[src/cpss_params.svh]
// Timing counts, field widths and reset values of the sensor sequencer
`ifndef CPSS_PARAMS_SVH
`define CPSS_PARAMS_SVH

// ----------------------------------------------------------------------
// Clock and time bases
// ----------------------------------------------------------------------
`define CPSS_CLK_PERIOD_NS   40
`define CPSS_STEP_TIME_NS    2400000
`define CPSS_STEP_CYC        (`CPSS_STEP_TIME_NS / `CPSS_CLK_PERIOD_NS)
`define CPSS_PULSE_PERIOD_NS 14000
`define CPSS_PULSE_CYC       (`CPSS_PULSE_PERIOD_NS / `CPSS_CLK_PERIOD_NS)
`define CPSS_WAIT_LONG_MULT  12

// ----------------------------------------------------------------------
// Widths and reset values
// ----------------------------------------------------------------------
`define CPSS_RES_W           16
`define CPSS_UNIT_W          12
`define CPSS_PERS_W          4
`define CPSS_RESULT_RST      16'h0000
`define CPSS_CURRENT_RST     2'h0
`define CPSS_GAIN_RST        2'h0

`endif

[src/cpss_pkg.sv]
// Types shared by the sensor sequencer and its surroundings
package cpss_pkg;

  typedef enum logic [1:0] {
    ST_SLEEP = 2'b00,
    ST_COLOR = 2'b01,
    ST_PROX  = 2'b10,
    ST_WAIT  = 2'b11
  } cpss_state_e;

  // Emitter sink current selection
  typedef enum logic [1:0] {
    CUR_12MA5 = 2'b00,
    CUR_25MA  = 2'b01,
    CUR_50MA  = 2'b10,
    CUR_100MA = 2'b11
  } cpss_current_e;

  typedef struct packed {
    logic [15:0] red;
    logic [15:0] green;
    logic [15:0] blue;
    logic [15:0] clear;
  } cpss_color_s;

  typedef struct packed {
    logic [15:0] upper;
    logic [15:0] lower;
  } cpss_thr_s;

endpackage : cpss_pkg

[src/cpss_sequencer.sv]
// Measurement sequencer, result buffers and interrupt logic of the sensor
// Operation
// Four colour channels convert together, each result up to 16 bits.
// Results pass a double buffer; reads never see half-updated values.
// Serial slave up to fast mode; host keeps clock within that rate.
// Enabled interrupt asserts as a level and holds until host clears.
// Result above upper or below lower threshold is a threshold event.
// Count consecutive events; interrupt at persistence; in-range restarts.
// Colour and proximity have own thresholds and persistence, separate.
// Emitter is a current sink at 12.5, 25, 50 or 100 mA.
// Each proximity measurement emits the programmed 1 to 255 pulses.
// Emitter pulses are spaced on a fixed 14 us period.
// Interrupt pin is open drain, pulled low when asserted.
// Sequencer may enter a low-power wait between measurements.
// Wait timer programmable from 2.4 ms to over seven seconds.
// Host sets colour gain and integration time.
// Interrupt released when nothing enabled is pending.
// Emitter released outside an active pulse train.
`timescale 1ns/100ps
`include "cpss_params.svh"

module cpss_sequencer #(
  parameter int STEP_CYC  = `CPSS_STEP_CYC,
  parameter int PULSE_CYC = `CPSS_PULSE_CYC,
  parameter int LONG_MULT = `CPSS_WAIT_LONG_MULT
) (
  input  wire logic                 clk_i,
  input  wire logic                 srst_i,
  input  wire logic                 power_on_i,
  input  wire logic                 color_en_i,
  input  wire logic                 prox_en_i,
  input  wire logic                 wait_en_i,
  input  wire logic                 wait_long_i,
  input  wire logic [7:0]           wait_steps_i,
  input  wire logic [7:0]           integ_steps_i,
  input  wire logic [1:0]           gain_i,
  input  wire logic [7:0]           pulse_count_i,
  input  wire cpss_pkg::cpss_current_e led_current_i,
  input  wire cpss_pkg::cpss_thr_s  color_thr_i,
  input  wire cpss_pkg::cpss_thr_s  prox_thr_i,
  input  wire logic [3:0]           color_pers_i,
  input  wire logic [3:0]           prox_pers_i,
  input  wire logic                 color_int_en_i,
  input  wire logic                 prox_int_en_i,
  input  wire logic                 color_int_clr_i,
  input  wire logic                 prox_int_clr_i,
  input  wire logic                 host_read_busy_i,
  input  wire cpss_pkg::cpss_color_s conv_color_i,
  input  wire logic [15:0]          conv_prox_i,
  output logic                      conv_run_o,
  output logic [1:0]                gain_o,
  output cpss_pkg::cpss_current_e   led_current_o,
  output logic                      emitter_sink_out_o,
  output logic                      emitter_sink_out_oe_o,
  output logic                      int_o,
  output logic                      int_oe_o,
  output logic                      color_int_o,
  output logic                      prox_int_o,
  output logic                      low_power_o,
  output cpss_pkg::cpss_color_s     color_result_o,
  output logic [15:0]               prox_result_o
);

  localparam int MAXC = (STEP_CYC > PULSE_CYC) ? STEP_CYC : PULSE_CYC;
  localparam int CW   = $clog2(MAXC + 1);
  localparam int UW   = `CPSS_UNIT_W;
  localparam int PW   = `CPSS_PERS_W;
  localparam int RW   = `CPSS_RES_W;
  localparam logic [CW-1:0] PULSE_ON = CW'(PULSE_CYC / 2);

  // ----------------------------------------------------------------------
  // Helpers
  // ----------------------------------------------------------------------
  function automatic logic out_of_range(input logic [RW-1:0] v,
                                        input cpss_pkg::cpss_thr_s t);
    out_of_range = (v > t.upper) || (v < t.lower);
  endfunction

  function automatic logic [UW-1:0] at_least_one(input logic [7:0] n);
    at_least_one = (n == 8'h00) ? UW'(1) : UW'(n);
  endfunction

  // ----------------------------------------------------------------------
  // Sequencer state
  // ----------------------------------------------------------------------
  cpss_pkg::cpss_state_e state_q, state_d, start_st;
  logic [CW-1:0] cyc_q, cyc_d, last_cyc;
  logic [UW-1:0] unit_q, unit_d, target;
  logic          phase_end, new_phase;
  logic          emit_q, emit_d;
  logic [1:0]    gain_q, gain_d;
  cpss_pkg::cpss_current_e cur_q, cur_d;

  always_comb begin
    start_st = color_en_i ? cpss_pkg::ST_COLOR :
               prox_en_i  ? cpss_pkg::ST_PROX  : cpss_pkg::ST_SLEEP;
    last_cyc = (state_q == cpss_pkg::ST_PROX) ? CW'(PULSE_CYC - 1)
                                               : CW'(STEP_CYC - 1);
    unique case (state_q)
      cpss_pkg::ST_COLOR: target = at_least_one(integ_steps_i);
      cpss_pkg::ST_PROX:  target = at_least_one(pulse_count_i);
      cpss_pkg::ST_WAIT:  target = wait_long_i
          ? UW'(at_least_one(wait_steps_i) * LONG_MULT)
          : at_least_one(wait_steps_i);
      cpss_pkg::ST_SLEEP: target = UW'(1);
    endcase
    phase_end = (cyc_q == last_cyc) && (unit_q == target - UW'(1));
    state_d = state_q;
    cyc_d   = cyc_q + CW'(1);
    unit_d  = unit_q;
    gain_d  = gain_q;
    cur_d   = cur_q;
    if (cyc_q == last_cyc) begin
      cyc_d  = '0;
      unit_d = unit_q + UW'(1);
    end
    unique case (state_q)
      cpss_pkg::ST_SLEEP: state_d = start_st;
      cpss_pkg::ST_COLOR: if (phase_end) begin
        state_d = prox_en_i ? cpss_pkg::ST_PROX :
                  wait_en_i ? cpss_pkg::ST_WAIT : start_st;
      end
      cpss_pkg::ST_PROX: if (phase_end) begin
        state_d = wait_en_i ? cpss_pkg::ST_WAIT : start_st;
      end
      cpss_pkg::ST_WAIT: if (phase_end) begin
        state_d = start_st;
      end
    endcase
    if (!power_on_i) begin
      state_d = cpss_pkg::ST_SLEEP;
    end
    // A phase that follows itself restarts its counters as well
    new_phase = (state_d != state_q) || phase_end;
    if (new_phase || state_q == cpss_pkg::ST_SLEEP) begin
      cyc_d  = '0;
      unit_d = '0;
    end
    // Gain and emitter current are frozen per measurement so a mid-run write to them is harmless
    if (state_d == cpss_pkg::ST_COLOR && new_phase) begin
      gain_d = gain_i;
    end
    if (state_d == cpss_pkg::ST_PROX && new_phase) begin
      cur_d = led_current_i;
    end
    emit_d = (state_d == cpss_pkg::ST_PROX) && (cyc_d < PULSE_ON);
  end

  always_ff @(posedge clk_i) begin
    if (srst_i) begin
      state_q <= cpss_pkg::ST_SLEEP;
      cyc_q   <= '0;
      unit_q  <= '0;
      emit_q  <= 1'b0;
      gain_q  <= `CPSS_GAIN_RST;
      cur_q   <= cpss_pkg::cpss_current_e'(`CPSS_CURRENT_RST);
    end else begin
      state_q <= state_d;
      cyc_q   <= cyc_d;
      unit_q  <= unit_d;
      emit_q  <= emit_d;
      gain_q  <= gain_d;
      cur_q   <= cur_d;
    end
  end

  // ----------------------------------------------------------------------
  // Result buffers and threshold paths (0 colour, 1 proximity)
  // ----------------------------------------------------------------------
  cpss_pkg::cpss_color_s col_sh_q, col_sh_d, col_res_q, col_res_d;
  logic [RW-1:0] prx_sh_q, prx_sh_d, prx_res_q, prx_res_d;
  logic [1:0]    done, pend_q, pend_d, evt, clr, ien;
  logic [RW-1:0] val [2];
  cpss_pkg::cpss_thr_s thr [2];
  logic [PW-1:0] pers [2];
  logic [PW-1:0] pcnt_q [2];
  logic [PW-1:0] pcnt_d [2];
  logic [1:0]    flag_q, flag_d;
  logic          int_oe_q, int_oe_d;

  always_comb begin
    done[0] = phase_end && (state_q == cpss_pkg::ST_COLOR);
    done[1] = phase_end && (state_q == cpss_pkg::ST_PROX);
    val[0]  = conv_color_i.clear;
    val[1]  = conv_prox_i;
    thr[0]  = color_thr_i;
    thr[1]  = prox_thr_i;
    pers[0] = color_pers_i;
    pers[1] = prox_pers_i;
    clr     = {prox_int_clr_i, color_int_clr_i};
    ien     = {prox_int_en_i, color_int_en_i};
    // All four channels are captured on the same edge
    col_sh_d = done[0] ? conv_color_i : col_sh_q;
    prx_sh_d = done[1] ? conv_prox_i : prx_sh_q;
    pend_d   = pend_q | done;
    col_res_d = col_res_q;
    prx_res_d = prx_res_q;
    // Copy only while the host is not mid-read
    if (!host_read_busy_i) begin
      if (pend_q[0]) col_res_d = col_sh_q;
      if (pend_q[1]) prx_res_d = prx_sh_q;
      pend_d = done;
    end
  end

  for (genvar i = 0; i < 2; i++) begin : g_path
    always_comb begin
      pcnt_d[i] = pcnt_q[i];
      evt[i]    = 1'b0;
      if (done[i]) begin
        if (out_of_range(val[i], thr[i])) begin
          if (pcnt_q[i] != {PW{1'b1}}) pcnt_d[i] = pcnt_q[i] + PW'(1);
          evt[i] = (pcnt_q[i] + PW'(1) >= pers[i]) ||
                   (pcnt_q[i] == {PW{1'b1}});
        end else begin
          pcnt_d[i] = '0;
        end
      end
      // A new event wins over a clear in the same cycle
      flag_d[i] = evt[i] || (flag_q[i] && !clr[i]);
    end
    always_ff @(posedge clk_i) begin
      if (srst_i) pcnt_q[i] <= '0;
      else        pcnt_q[i] <= pcnt_d[i];
    end
  end

  assign int_oe_d = |(flag_q & ien);

  always_ff @(posedge clk_i) begin
    if (srst_i) begin
      col_sh_q  <= '0;
      col_res_q <= '0;
      prx_sh_q  <= `CPSS_RESULT_RST;
      prx_res_q <= `CPSS_RESULT_RST;
      pend_q    <= '0;
      flag_q    <= '0;
      int_oe_q  <= 1'b0;
    end else begin
      col_sh_q  <= col_sh_d;
      col_res_q <= col_res_d;
      prx_sh_q  <= prx_sh_d;
      prx_res_q <= prx_res_d;
      pend_q    <= pend_d;
      flag_q    <= flag_d;
      int_oe_q  <= int_oe_d;
    end
  end

  // ----------------------------------------------------------------------
  // Outputs
  // ----------------------------------------------------------------------
  logic lp_q;
  always_ff @(posedge clk_i) begin
    if (srst_i) lp_q <= 1'b0;
    else        lp_q <= (state_d == cpss_pkg::ST_WAIT);
  end

  logic run_q;
  always_ff @(posedge clk_i) begin
    if (srst_i) run_q <= 1'b0;
    else        run_q <= (state_d == cpss_pkg::ST_COLOR);
  end

  // Pin data flops are held low: open-drain pins only ever pull down
  logic zero_q;
  always_ff @(posedge clk_i) zero_q <= 1'b0;

  assign conv_run_o            = run_q;
  assign gain_o                = gain_q;
  assign led_current_o         = cur_q;
  assign emitter_sink_out_o    = zero_q;
  assign emitter_sink_out_oe_o = emit_q;
  assign int_o                 = zero_q;
  assign int_oe_o              = int_oe_q;
  assign color_int_o           = flag_q[0];
  assign prox_int_o            = flag_q[1];
  assign low_power_o           = lp_q;
  assign color_result_o        = col_res_q;
  assign prox_result_o         = prx_res_q;

  // ----------------------------------------------------------------------
  // Checks
  // ----------------------------------------------------------------------
  // Register settings arrive as plain ports; the serial slave sits in
  // front of them, so the checks below cover the sequencing only. R03
  logic [CW-1:0] on_run_q;
  logic [UW-1:0] npulse_q;
  always_ff @(posedge clk_i) begin
    if (srst_i || !emit_q) on_run_q <= '0;
    else                   on_run_q <= on_run_q + CW'(1);
    if (srst_i || state_d != cpss_pkg::ST_PROX) npulse_q <= '0;
    else if (emit_d && !emit_q) npulse_q <= phase_end ? UW'(1)
                                                      : npulse_q + UW'(1);
  end
endmodule // cpss_sequencer

[config.mk]
export PLATFORM = sky130hd
export DESIGN_NAME = cpss_sequencer
export DESIGN_NICKNAME = d
export VERILOG_FILES = /design/src/cpss_pkg.sv /design/src/cpss_sequencer.sv
export VERILOG_INCLUDE_DIRS = /design/src
export SDC_FILE = /design/constraint.sdc
export NUM_CORES = 1
export LEC_CHECK = 0
export BUFFER_PORTS_ARGS = -buffer_cell sky130_fd_sc_hd__buf_4
export CORE_AREA = 10 10 179 181
export CTS_CLUSTER_DIAMETER = 80
export DETAILED_ROUTE_END_ITERATION = 8
export DIE_AREA = 0 0 189 191
export SLEW_MARGIN = 40
export SYNTH_ARGS = -nofsm -noshare
export SYNTH_HDL_FRONTEND = slang
export SYNTH_SLANG_ARGS = --single-unit
[constraint.sdc]
create_clock -name clk_i -period 6.3 [get_ports clk_i]
set_input_delay 0.945 -clock clk_i [delete_from_list [all_inputs] [get_ports clk_i]]
set_output_delay 0.945 -clock clk_i [all_outputs]
set_load 0.02 [all_outputs]
-- Word-level counts from Yosys, hierarchy flattened
Memories as Yosys holds them, arrays and structs flattened.
Cells that the tools add are included.
- flip-flop bits (word level): 202
- memories kept: 1
- memory bits (writable): 8
- logic and storage cells: 112
- output and inout bits: 92
- equality and inequality tests: 13
- bitwise logic cells: 5
- magnitude comparators: 7
- $mul: 1
- add/subtract/negate cells: 5
- reductions and logical operators: 26
- muxes and demuxes: 33
- memories (name ; words ; bits a word ; rd ports ; clocked after memory_dff ; write ports ; line ; text):
    pcnt_q ; 2 ; 4 ; 2 ; 0 ; 2 ; cpss_sequencer.sv:176 ; logic [PW-1:0] pcnt_q [2];
- operator list (operator ; number):
    16-bit two-way mux ; 3
    12-bit one-hot mux with 4 select lines ; 1
    16-bit > comparator ; 2
    16-bit < comparator ; 2
    4-bit two-way mux ; 8
    8-bit logical NOT ; 3
    8-bit two-way mux ; 3
    2-bit two-way mux ; 9
    16-bit by 1-bit adder with 16-bit output, second input constant ; 1
    16-bit == test ; 1
    16-bit by 8-bit < comparator with 1-bit output, second input constant ; 1
    12-bit by 1-bit adder with 12-bit output, second input constant ; 1
    12-bit == test ; 1
    12-bit by 2-bit multiplier with 10-bit output, second input constant ; 1
    12-bit two-way mux ; 1
    12-bit by 1-bit subtractor with 12-bit output, second input constant ; 1
    4-bit by 1-bit adder with 4-bit output, second input constant ; 2
    2-bit == test, second input constant ; 4
    4-bit == test, second input constant ; 2
    4-bit greater-or-equal comparator ; 2
    1-bit logical AND ; 8
    1-bit logical OR ; 8
    4-bit inequality test, second input constant ; 2
    2-bit one-hot mux with 4 select lines ; 1
    11 further kinds ; 22

-- Depth between registers and ports, before layout
Gate-level depths: netlist of run 1.
- depth in word-level cells: 17
- depth in mapped cells: 22
- depth with buffers taken out: 18

-- Worst setup path before layout of run 1
No wires, ideal clock.
- path kind: input to register
- start: input wait_steps_i[4]
- end: register col_sh_q[12] in the netlist's numbering
- data arrival time: 4.806 ns
- slack: 1.423 ns
- stages: 22
- required time: 6.229 ns
- library setup time: 0.071 ns
- cells stage by stage: buf_1 inv_1 ha_1 nand3_1 nor2_1 nor2_1 mux2_2 ha_1 a21o_1 xor2_1 a211oi_2 and4_1 xnor2_1 a211oi_1 o2111ai_2 a2111oi_4 and2_1 buf_4 buf_12 buf_12 nand2_2 a21oi_2
- longest elaborated chain between the ends: 9
- ends and longest elaborated chain (element ; line ; text):
    from (decl) ; cpss_sequencer.sv:34 ; input wire logic [7:0] wait_steps_i,
    8-bit logical NOT ; cpss_sequencer.sv:80 ; at_least_one = (n == 8'h00) ? UW'(1) : UW'(n);
    8-bit two-way mux * ; cpss_sequencer.sv:80 ;
    12-bit by 2-bit multiplier with 10-bit output ; cpss_sequencer.sv:103 ; ? UW'(at_least_one(wait_steps_i) * LONG_MULT)
    12-bit two-way mux * ; cpss_sequencer.sv:103 ;
    12-bit one-hot mux with 4 select lines * ; cpss_sequencer.sv:99 ; unique case (state_q)
    12-bit by 1-bit subtractor with 12-bit output * ; cpss_sequencer.sv:107 ; phase_end = (cyc_q == last_cyc) && (unit_q == target - UW'(1));
    12-bit == test * ; cpss_sequencer.sv:107 ;
    1-bit logical AND * ; cpss_sequencer.sv:107 ;
    1-bit logical AND * ; cpss_sequencer.sv:182 ; done[0] = phase_end && (state_q == cpss_pkg::ST_COLOR);
    to (signal assigned) ; cpss_sequencer.sv:240 ; col_sh_q <= col_sh_d;
    to (decl) ; cpss_sequencer.sv:170 ; cpss_pkg::cpss_color_s col_sh_q, col_sh_d, col_res_q, col_res_d;
Every way passes the cells marked *; elsewhere a longest branch is shown, timed or not.
A chain may end at the register's enable or synchronous reset.

-- Worst setup path after layout of run 1
- start: input wait_steps_i[4]
- end: register col_sh_q[34] in the netlist's numbering
Same word-level chain as after synthesis.

==> results.cfg, run 1 <==
[run_status]
status = complete, no violations

[power_and_ir_drop]
max-vdd-ir-drop_v = 0.000177
clkPwrFrac = 0.487
p_leak_uw = 0.00610
power.total_uw = 3220
seq_power_share = 0.414
p_comb_frac = 0.099
p_sw_uw = 729
switching_share = 0.226
power-per-cell-area_mw_per_mm2 = 222
p_int_uw = 2490

[placement]
gp_congestion = 0.888
dp_hpwl_microns = 25100
portBuffers = 281
dp_slack_ns = 0.828

[drt]
routed_wl_microns = 32900
vias = 10268
drc_errors = 0
drtPass1Iterations = 5
wl_per_cell_microns = 16.0
ant_nets = 0
vias_per_cell = 4.99
drtIter0Drc = 503

[clock_network]
clkSlewWorstSetupHoldPaths_ns = 0.06
ctsResizeCount = 0
cts_inserted_buffers = 24
clock_sinks = 210
post_cts_buffers = 0
h-tree-depth = 1
clock_latency_ns = 0.51
cts.path.max_buffers = 3
clockRootBuffer = clkbuf_16
cts_hold_buf = 0
cts_tree = built

[floorplanning]
rows = 62
initial_core_util = 0.394
die_x_microns = 189
core_sq_mm = 0.0285
fp.dieArea_sq_mm = 0.0361
io_pins = 284
die_h_microns = 191

[sta]
fin_crit_sh = 0.787
slew_headroom = 0.452
final_max_slew_viol_count = 0
fin_worst_skew_ns = 0.00897
rsz0062_at_grt = false
worstMarginPinSlew_ns = 0.821
tns_ns = 0
finalSetupViolations = 0
postLayoutSetupSlackWorst_ns = 1.34
hold_viol_final = 0
finalCriticalPeriod_ns = 4.96
fmax_mhz = 202

[grt]
grt_max_degree = 95
grt_pass1_wl_microns = 52800
antenna_found_initial = 0
grt_overflow = 0
track_usage = 0.174
grt_pass1_vias = 10206

[setup_path]
required_ns = 6.74
worstPathMaxFanout = 22
crit_buf_inv = 4
crit_path_frequent_cell = buf_4
critical_path_class = in -> reg
cp-start-kind = input pin
critPathArrivalTime_ns = 5.40
cpPeakStageDelay_ns = 0.55
crit_family = compound AO/OA/AOI/OAI gates
crit_path_end_kind = flop
cpMaxStageDelayCell = and2_2
crit_chain = buf_4 -> inv_1 -> ha_1 -> nand3_1 -> nor2_1 -> nor2_1 -> mux2_2 -> ha_1 -> a21o_1 -> xor2_1 -> a211oi_2 -> and4_1 -> xnor2_1 -> a211oi_1 -> o2111ai_2 -> a2111oi_4 -> buf_4 -> and2_2 -> buf_4 -> nand2_1 -> a21oi_1

[final_layout]
layout_commonest_cell = nand2_1
drive_gt1_frac = 0.243
most-common-layout-cells = nand2_1 (294), buf_4 (291), dfxtp_1 (210)
area_delta_synth_final_pct = 29.3
diodes = 0
final_nets = 1930

[logic_synthesis]
synthCells = 1407
seq_area_frac_synth = 0.374
synthArstFlopShare = 0
ys_seq_elements = 210
synth.distinct_cells = 78
ys.flop_type = dfxtp_1
yosys_warnings = 0
synth_edf_count = 0
netlist_area_sq_mm = 0.0112
synth.avg_cell_area_sq_um = 7.98

[flow_run]
maxCapViolCount = 0

[hold_path]
hp-class = reg -> reg
-- logic make-up (layout without fill, tap and decap cells) --
group | Yosys count | after routing | synth area share
simple gates | 561 | 561 | 0.225
compound gates | 305 | 305 | 0.174
xor+xnor | 50 | 50 | 0.0402
fa+ha+maj | 84 | 84 | 0.0936
mux | 30 | 30 | 0.0269
buf+inv | 166 | 430 | 0.0655
flops | 210 | 210 | 0.374
other cells | 1 | 2 | 0.000334
-- metrics by stage --
step	cells	area [sq um]	hold WS, ns	util
6_report	2056	14500	0.448	0.510
5_1_grt	2056	14500	0.466	0.510
4_1_cts	2056	14500	0.452	0.510
3_5_place_dp	2012	13600	0.443	0.478
3_3_place_gp	2012	13600	0.436	0.478
2_1_floorplan	1408	11200	0.431	-
-- power groups by stage --
stage	clock network, uW	registers [uW]	logic, uW
2_1_floorplan	0	1360	169
3_3_place_gp	0	1360	316
3_5_place_dp	0	1360	320
4_1_cts	1610	1330	322
5_1_grt	1660	1330	360
6_report	1570	1330	320
-- final cells by class --
| cell class | instances | area [sq um] |
|---|---|---|
| Fill cell | 2773 | 14000 |
| Multi-Input combinational cell | 1032 | 6300 |
| Sequential cell | 210 | 4200 |
| Timing Repair Buffer | 297 | 2290 |
| Clock buffer | 33 | 716 |
| Tap cell | 384 | 480 |
| Inverter | 89 | 334 |
| Clock inverter | 11 | 193 |
-- worst paths after layout --
path	slack [ns]	to	start	cells past startpoint
setup / recovery	1.34	col_sh_q[34]	wait_steps_i[4]	21
hold / removal	0.45	color_result_o[20]	col_sh_q[20]	2
setup reg to reg	1.49	col_sh_q[34]	state_q[1]	17
hold reg to reg	0.45	color_result_o[20]	col_sh_q[20]	2
-- cell usage after synthesis (4+ instances only) --
cell type	count	area share
mux2i_1	29	0.026
clkbuf_1	49	0.016
a21oi_2	20	0.016
nand3_1	25	0.011
nand2_2	21	0.012
xnor2_1	30	0.023
and2_1	7	0.0039
ha_1	84	0.094
and3_1	10	0.0056
buf_4	9	0.0060
dfxtp_1	210	0.37
nor3_1	16	0.0071
nor2b_1	12	0.0067
o21ai_0	22	0.0098
a21o_1	28	0.019
buf_2	12	0.0054
nand4_1	24	0.013
a22oi_1	4	0.0027
a211oi_1	10	0.0067
inv_1	88	0.029
xor2_1	19	0.015
a31oi_1	7	0.0039
o21a_1	4	0.0027
a211oi_2	5	0.0056
a21oi_1	160	0.071
nand2b_1	23	0.013
nand2_1	295	0.099
o22ai_1	7	0.0039
nor2_1	95	0.032
nor4_1	7	0.0039
-- tightest hold or removal path: stages (launching register included) --
cell	delay, ns
dfxtp_1	0.31
nand2_1	0.05
a21oi_1	0.05
-- registers in the layout (all words and copies together) (netlist names) --
name and flops:
col_sh_q 64, color_result_o 64, conv_run_o 1, cyc_q 16, emitter_sink_out_oe_o 1, flag_q 2, gain_o 2, int_oe_o 1
led_current_o 2, low_power_o 1, pcnt_q 8, pend_q 2, prox_result_o 16, prx_sh_q 16, state_q 2, unit_q 12
-- per-layer routing --
layer	global-route usage	up-vias	share of wire
li1	-	5270	-
met1	0.213	4686	0.43
met2	0.294	263	0.47
met3	0.0459	49	0.074
met4	0.0528	0	0.025
met5	0	-	0
Note: power is estimated with default switching activity, not from simulation.
==> inputs of run 2 (changes only) <==
==> constraint.sdc (replaced) <==
create_clock -name clk_i -period 4.1 [get_ports clk_i]
set_input_delay 0.615 -clock clk_i [delete_from_list [all_inputs] [get_ports clk_i]]
set_output_delay 0.615 -clock clk_i [all_outputs]
set_load 0.02 [all_outputs]
==> results.cfg, run 2 (synthesis gave the netlist of run 1 again) <==
[final_layout]
num-fill-cells = 2764
area_delta_synth_final_pct = 33.3
final_area_sq_mm = 0.0150
most-common-layout-cells = buf_4 (345), nand2_1 (294), dfxtp_1 (209)
drive_gt1_frac = 0.280
layout_commonest_cell = buf_4
finalNonFillerCells = 2109
final_nets = 1986

[clock_network]
cts.path.max_buffers = 3
h-tree-depth = 1
clock_latency_ns = 0.50
cts_inserted_buffers = 24
cts_tree = built
clock_sinks = 210
clockRootBuffer = clkbuf_16
cts_hold_buf = 0
clkSlewWorstSetupHoldPaths_ns = 0.06

[sta]
fin_worst_skew_ns = 0.0100
hold_viol_final = 0
final_max_slew_viol_count = 0
fin_crit_sh = 0.955
fmax_mhz = 255
worstMarginPinSlew_ns = 0.761
finalCriticalPeriod_ns = 3.92
slew_headroom = 0.492
finalSetupViolations = 0

[placement]
dp_hpwl_microns = 25300
portBuffers = 281
placed_area_sq_mm = 0.0141
gp_congestion = 0.875
placedCellCount = 2063

[drt]
drtPass1Iterations = 5
drtIter0Drc = 472
routed_wl_microns = 33200
vias_per_cell = 4.99
vias = 10529
drc_errors = 0
ant_nets = 0
wl_per_cell_microns = 15.7

[grt]
grt_overflow = 0
grt_pass1_wl_microns = 53200
grt_pass1_vias = 10446
grt_max_degree = 109
antenna_found_initial = 1
track_usage = 0.174

[setup_path]
reg2reg_to = cyc_q[3]
crit_path_end_kind = flop
critPathArrivalTime_ns = 4.29
cp-start-kind = input pin
reg2reg_from = state_q[0]
required_ns = 4.47
worstPathMaxFanout = 4
rr_worst_depth = 17
reg2reg_slack_ns = 0.39
critical_path_class = in -> reg
cp-startpoint = wait_steps_i[6]

[hold_path]
min_delay_path_depth = 3
hp-class = in -> reg
whs_endpoint = led_current_o[1]
hp-start = led_current_i[1]

[power_and_ir_drop]
max-vdd-ir-drop_v = 0.000248
seq_power_share = 0.448
clkPwrFrac = 0.433
p_int_uw = 3480
p_sw_uw = 1090
p_leak_uw = 0.00634
power-per-cell-area_mw_per_mm2 = 305
switching_share = 0.239
p_comb_frac = 0.119

[floorplanning]
rows = 62
initial_core_util = 0.394
die_x_microns = 189
io_pins = 284
fp.dieArea_sq_mm = 0.0361
core_sq_mm = 0.0285
die_h_microns = 191

[flow_run]
maxCapViolCount = 0

[run_status]
status = complete, no violations
run 2: cell types whose count changed in the layout (fill, tap and decap cells not counted), moves of 3 or more:
| cell | delta |
|---|---|
| clkbuf_8 | -4 |
| ha_4 | +3 |
| bufinv_16 | -5 |
| ha_1 | -4 |
| clkbuf_1 | +4 |
| buf_4 | +54 |
run 2: area by class of cell:
class,count,area [sq um],area share
well taps,384,480,0.0321
inverters,89,337,0.0225
repair buffers,352,2720,0.182
diodes,1,2.50,0.000167
clock inverters,7,46.3,0.00309
flip-flops and latches,210,4210,0.281
multi-input cells,1033,6500,0.434
clock buffers,33,676,0.0451
run 2: metrics by stage:
stage                     hold WS (ns)  TNS (ns)  total power [uW]  setup slack, ns   util
after global placement           0.436    -27.06              2630           -0.342  0.497
after detailed placement         0.441    -32.54              2630           -0.413  0.497
after CTS                        0.331         0              4630           0.0408  0.522
after global routing             0.341    -0.128              4790          -0.0245  0.526
after floorplan                  0.431    -0.924              2370          -0.0482      -
final                            0.353         0              4570            0.183  0.526
run 2: what timing repair did:
action,CTS,global route
gates resized for setup,0,14
buffers inserted,0,4
endpoints found under the setup margin,0,116
run 2: critical path, stage by stage:
cell and delay (ns):
buf_4 0.11, inv_1 0.07, ha_2 0.20, nand3_4 0.08
nor2_2 0.10, nor2_1 0.05, mux2_4 0.27, ha_4 0.15
a21o_1 0.17, a21o_1 0.19, o2111a_2 0.16, o21a_2 0.24
nor2_4 0.16, xnor2_1 0.09, or3_4 0.40, a2111oi_4 0.41
buf_4 0.20, mux2i_1 0.19, buf_4 0.18, mux2i_1 0.18
nor2_1 0.05
run 2: power by group through the flow:
stage	Sequential, uW	Combinational, uW	Clock, uW
after floorplan	2090	276	0
after global placement	2090	532	0
after detailed placement	2090	536	0
after CTS	2050	539	2040
after global routing	2050	605	2130
final	2050	544	1980
run 2: layer usage:
metal	GRT usage	wire [microns]	vias up
met2	0.296	15700	268
met3	0.0468	2320	37
met4	0.0467	652	0
met1	0.213	14500	4848
met5	0	0	-
li1	-	-	5376
run 2: how the worst max path moves through the flow:
| stage | to | slack, ns | cells past startpoint |
|---|---|---|---|
| detailed placement | cyc_q[3] | -0.41 | 21 |
| global placement | cyc_q[2] | -0.34 | 21 |
| floorplan | col_sh_q[12] | -0.05 | 22 |
| finish | led_current_o[0] | 0.18 | 21 |
| global route | emitter_sink_out_oe_o | -0.02 | 21 |
| CTS | cyc_q[3] | 0.04 | 16 |
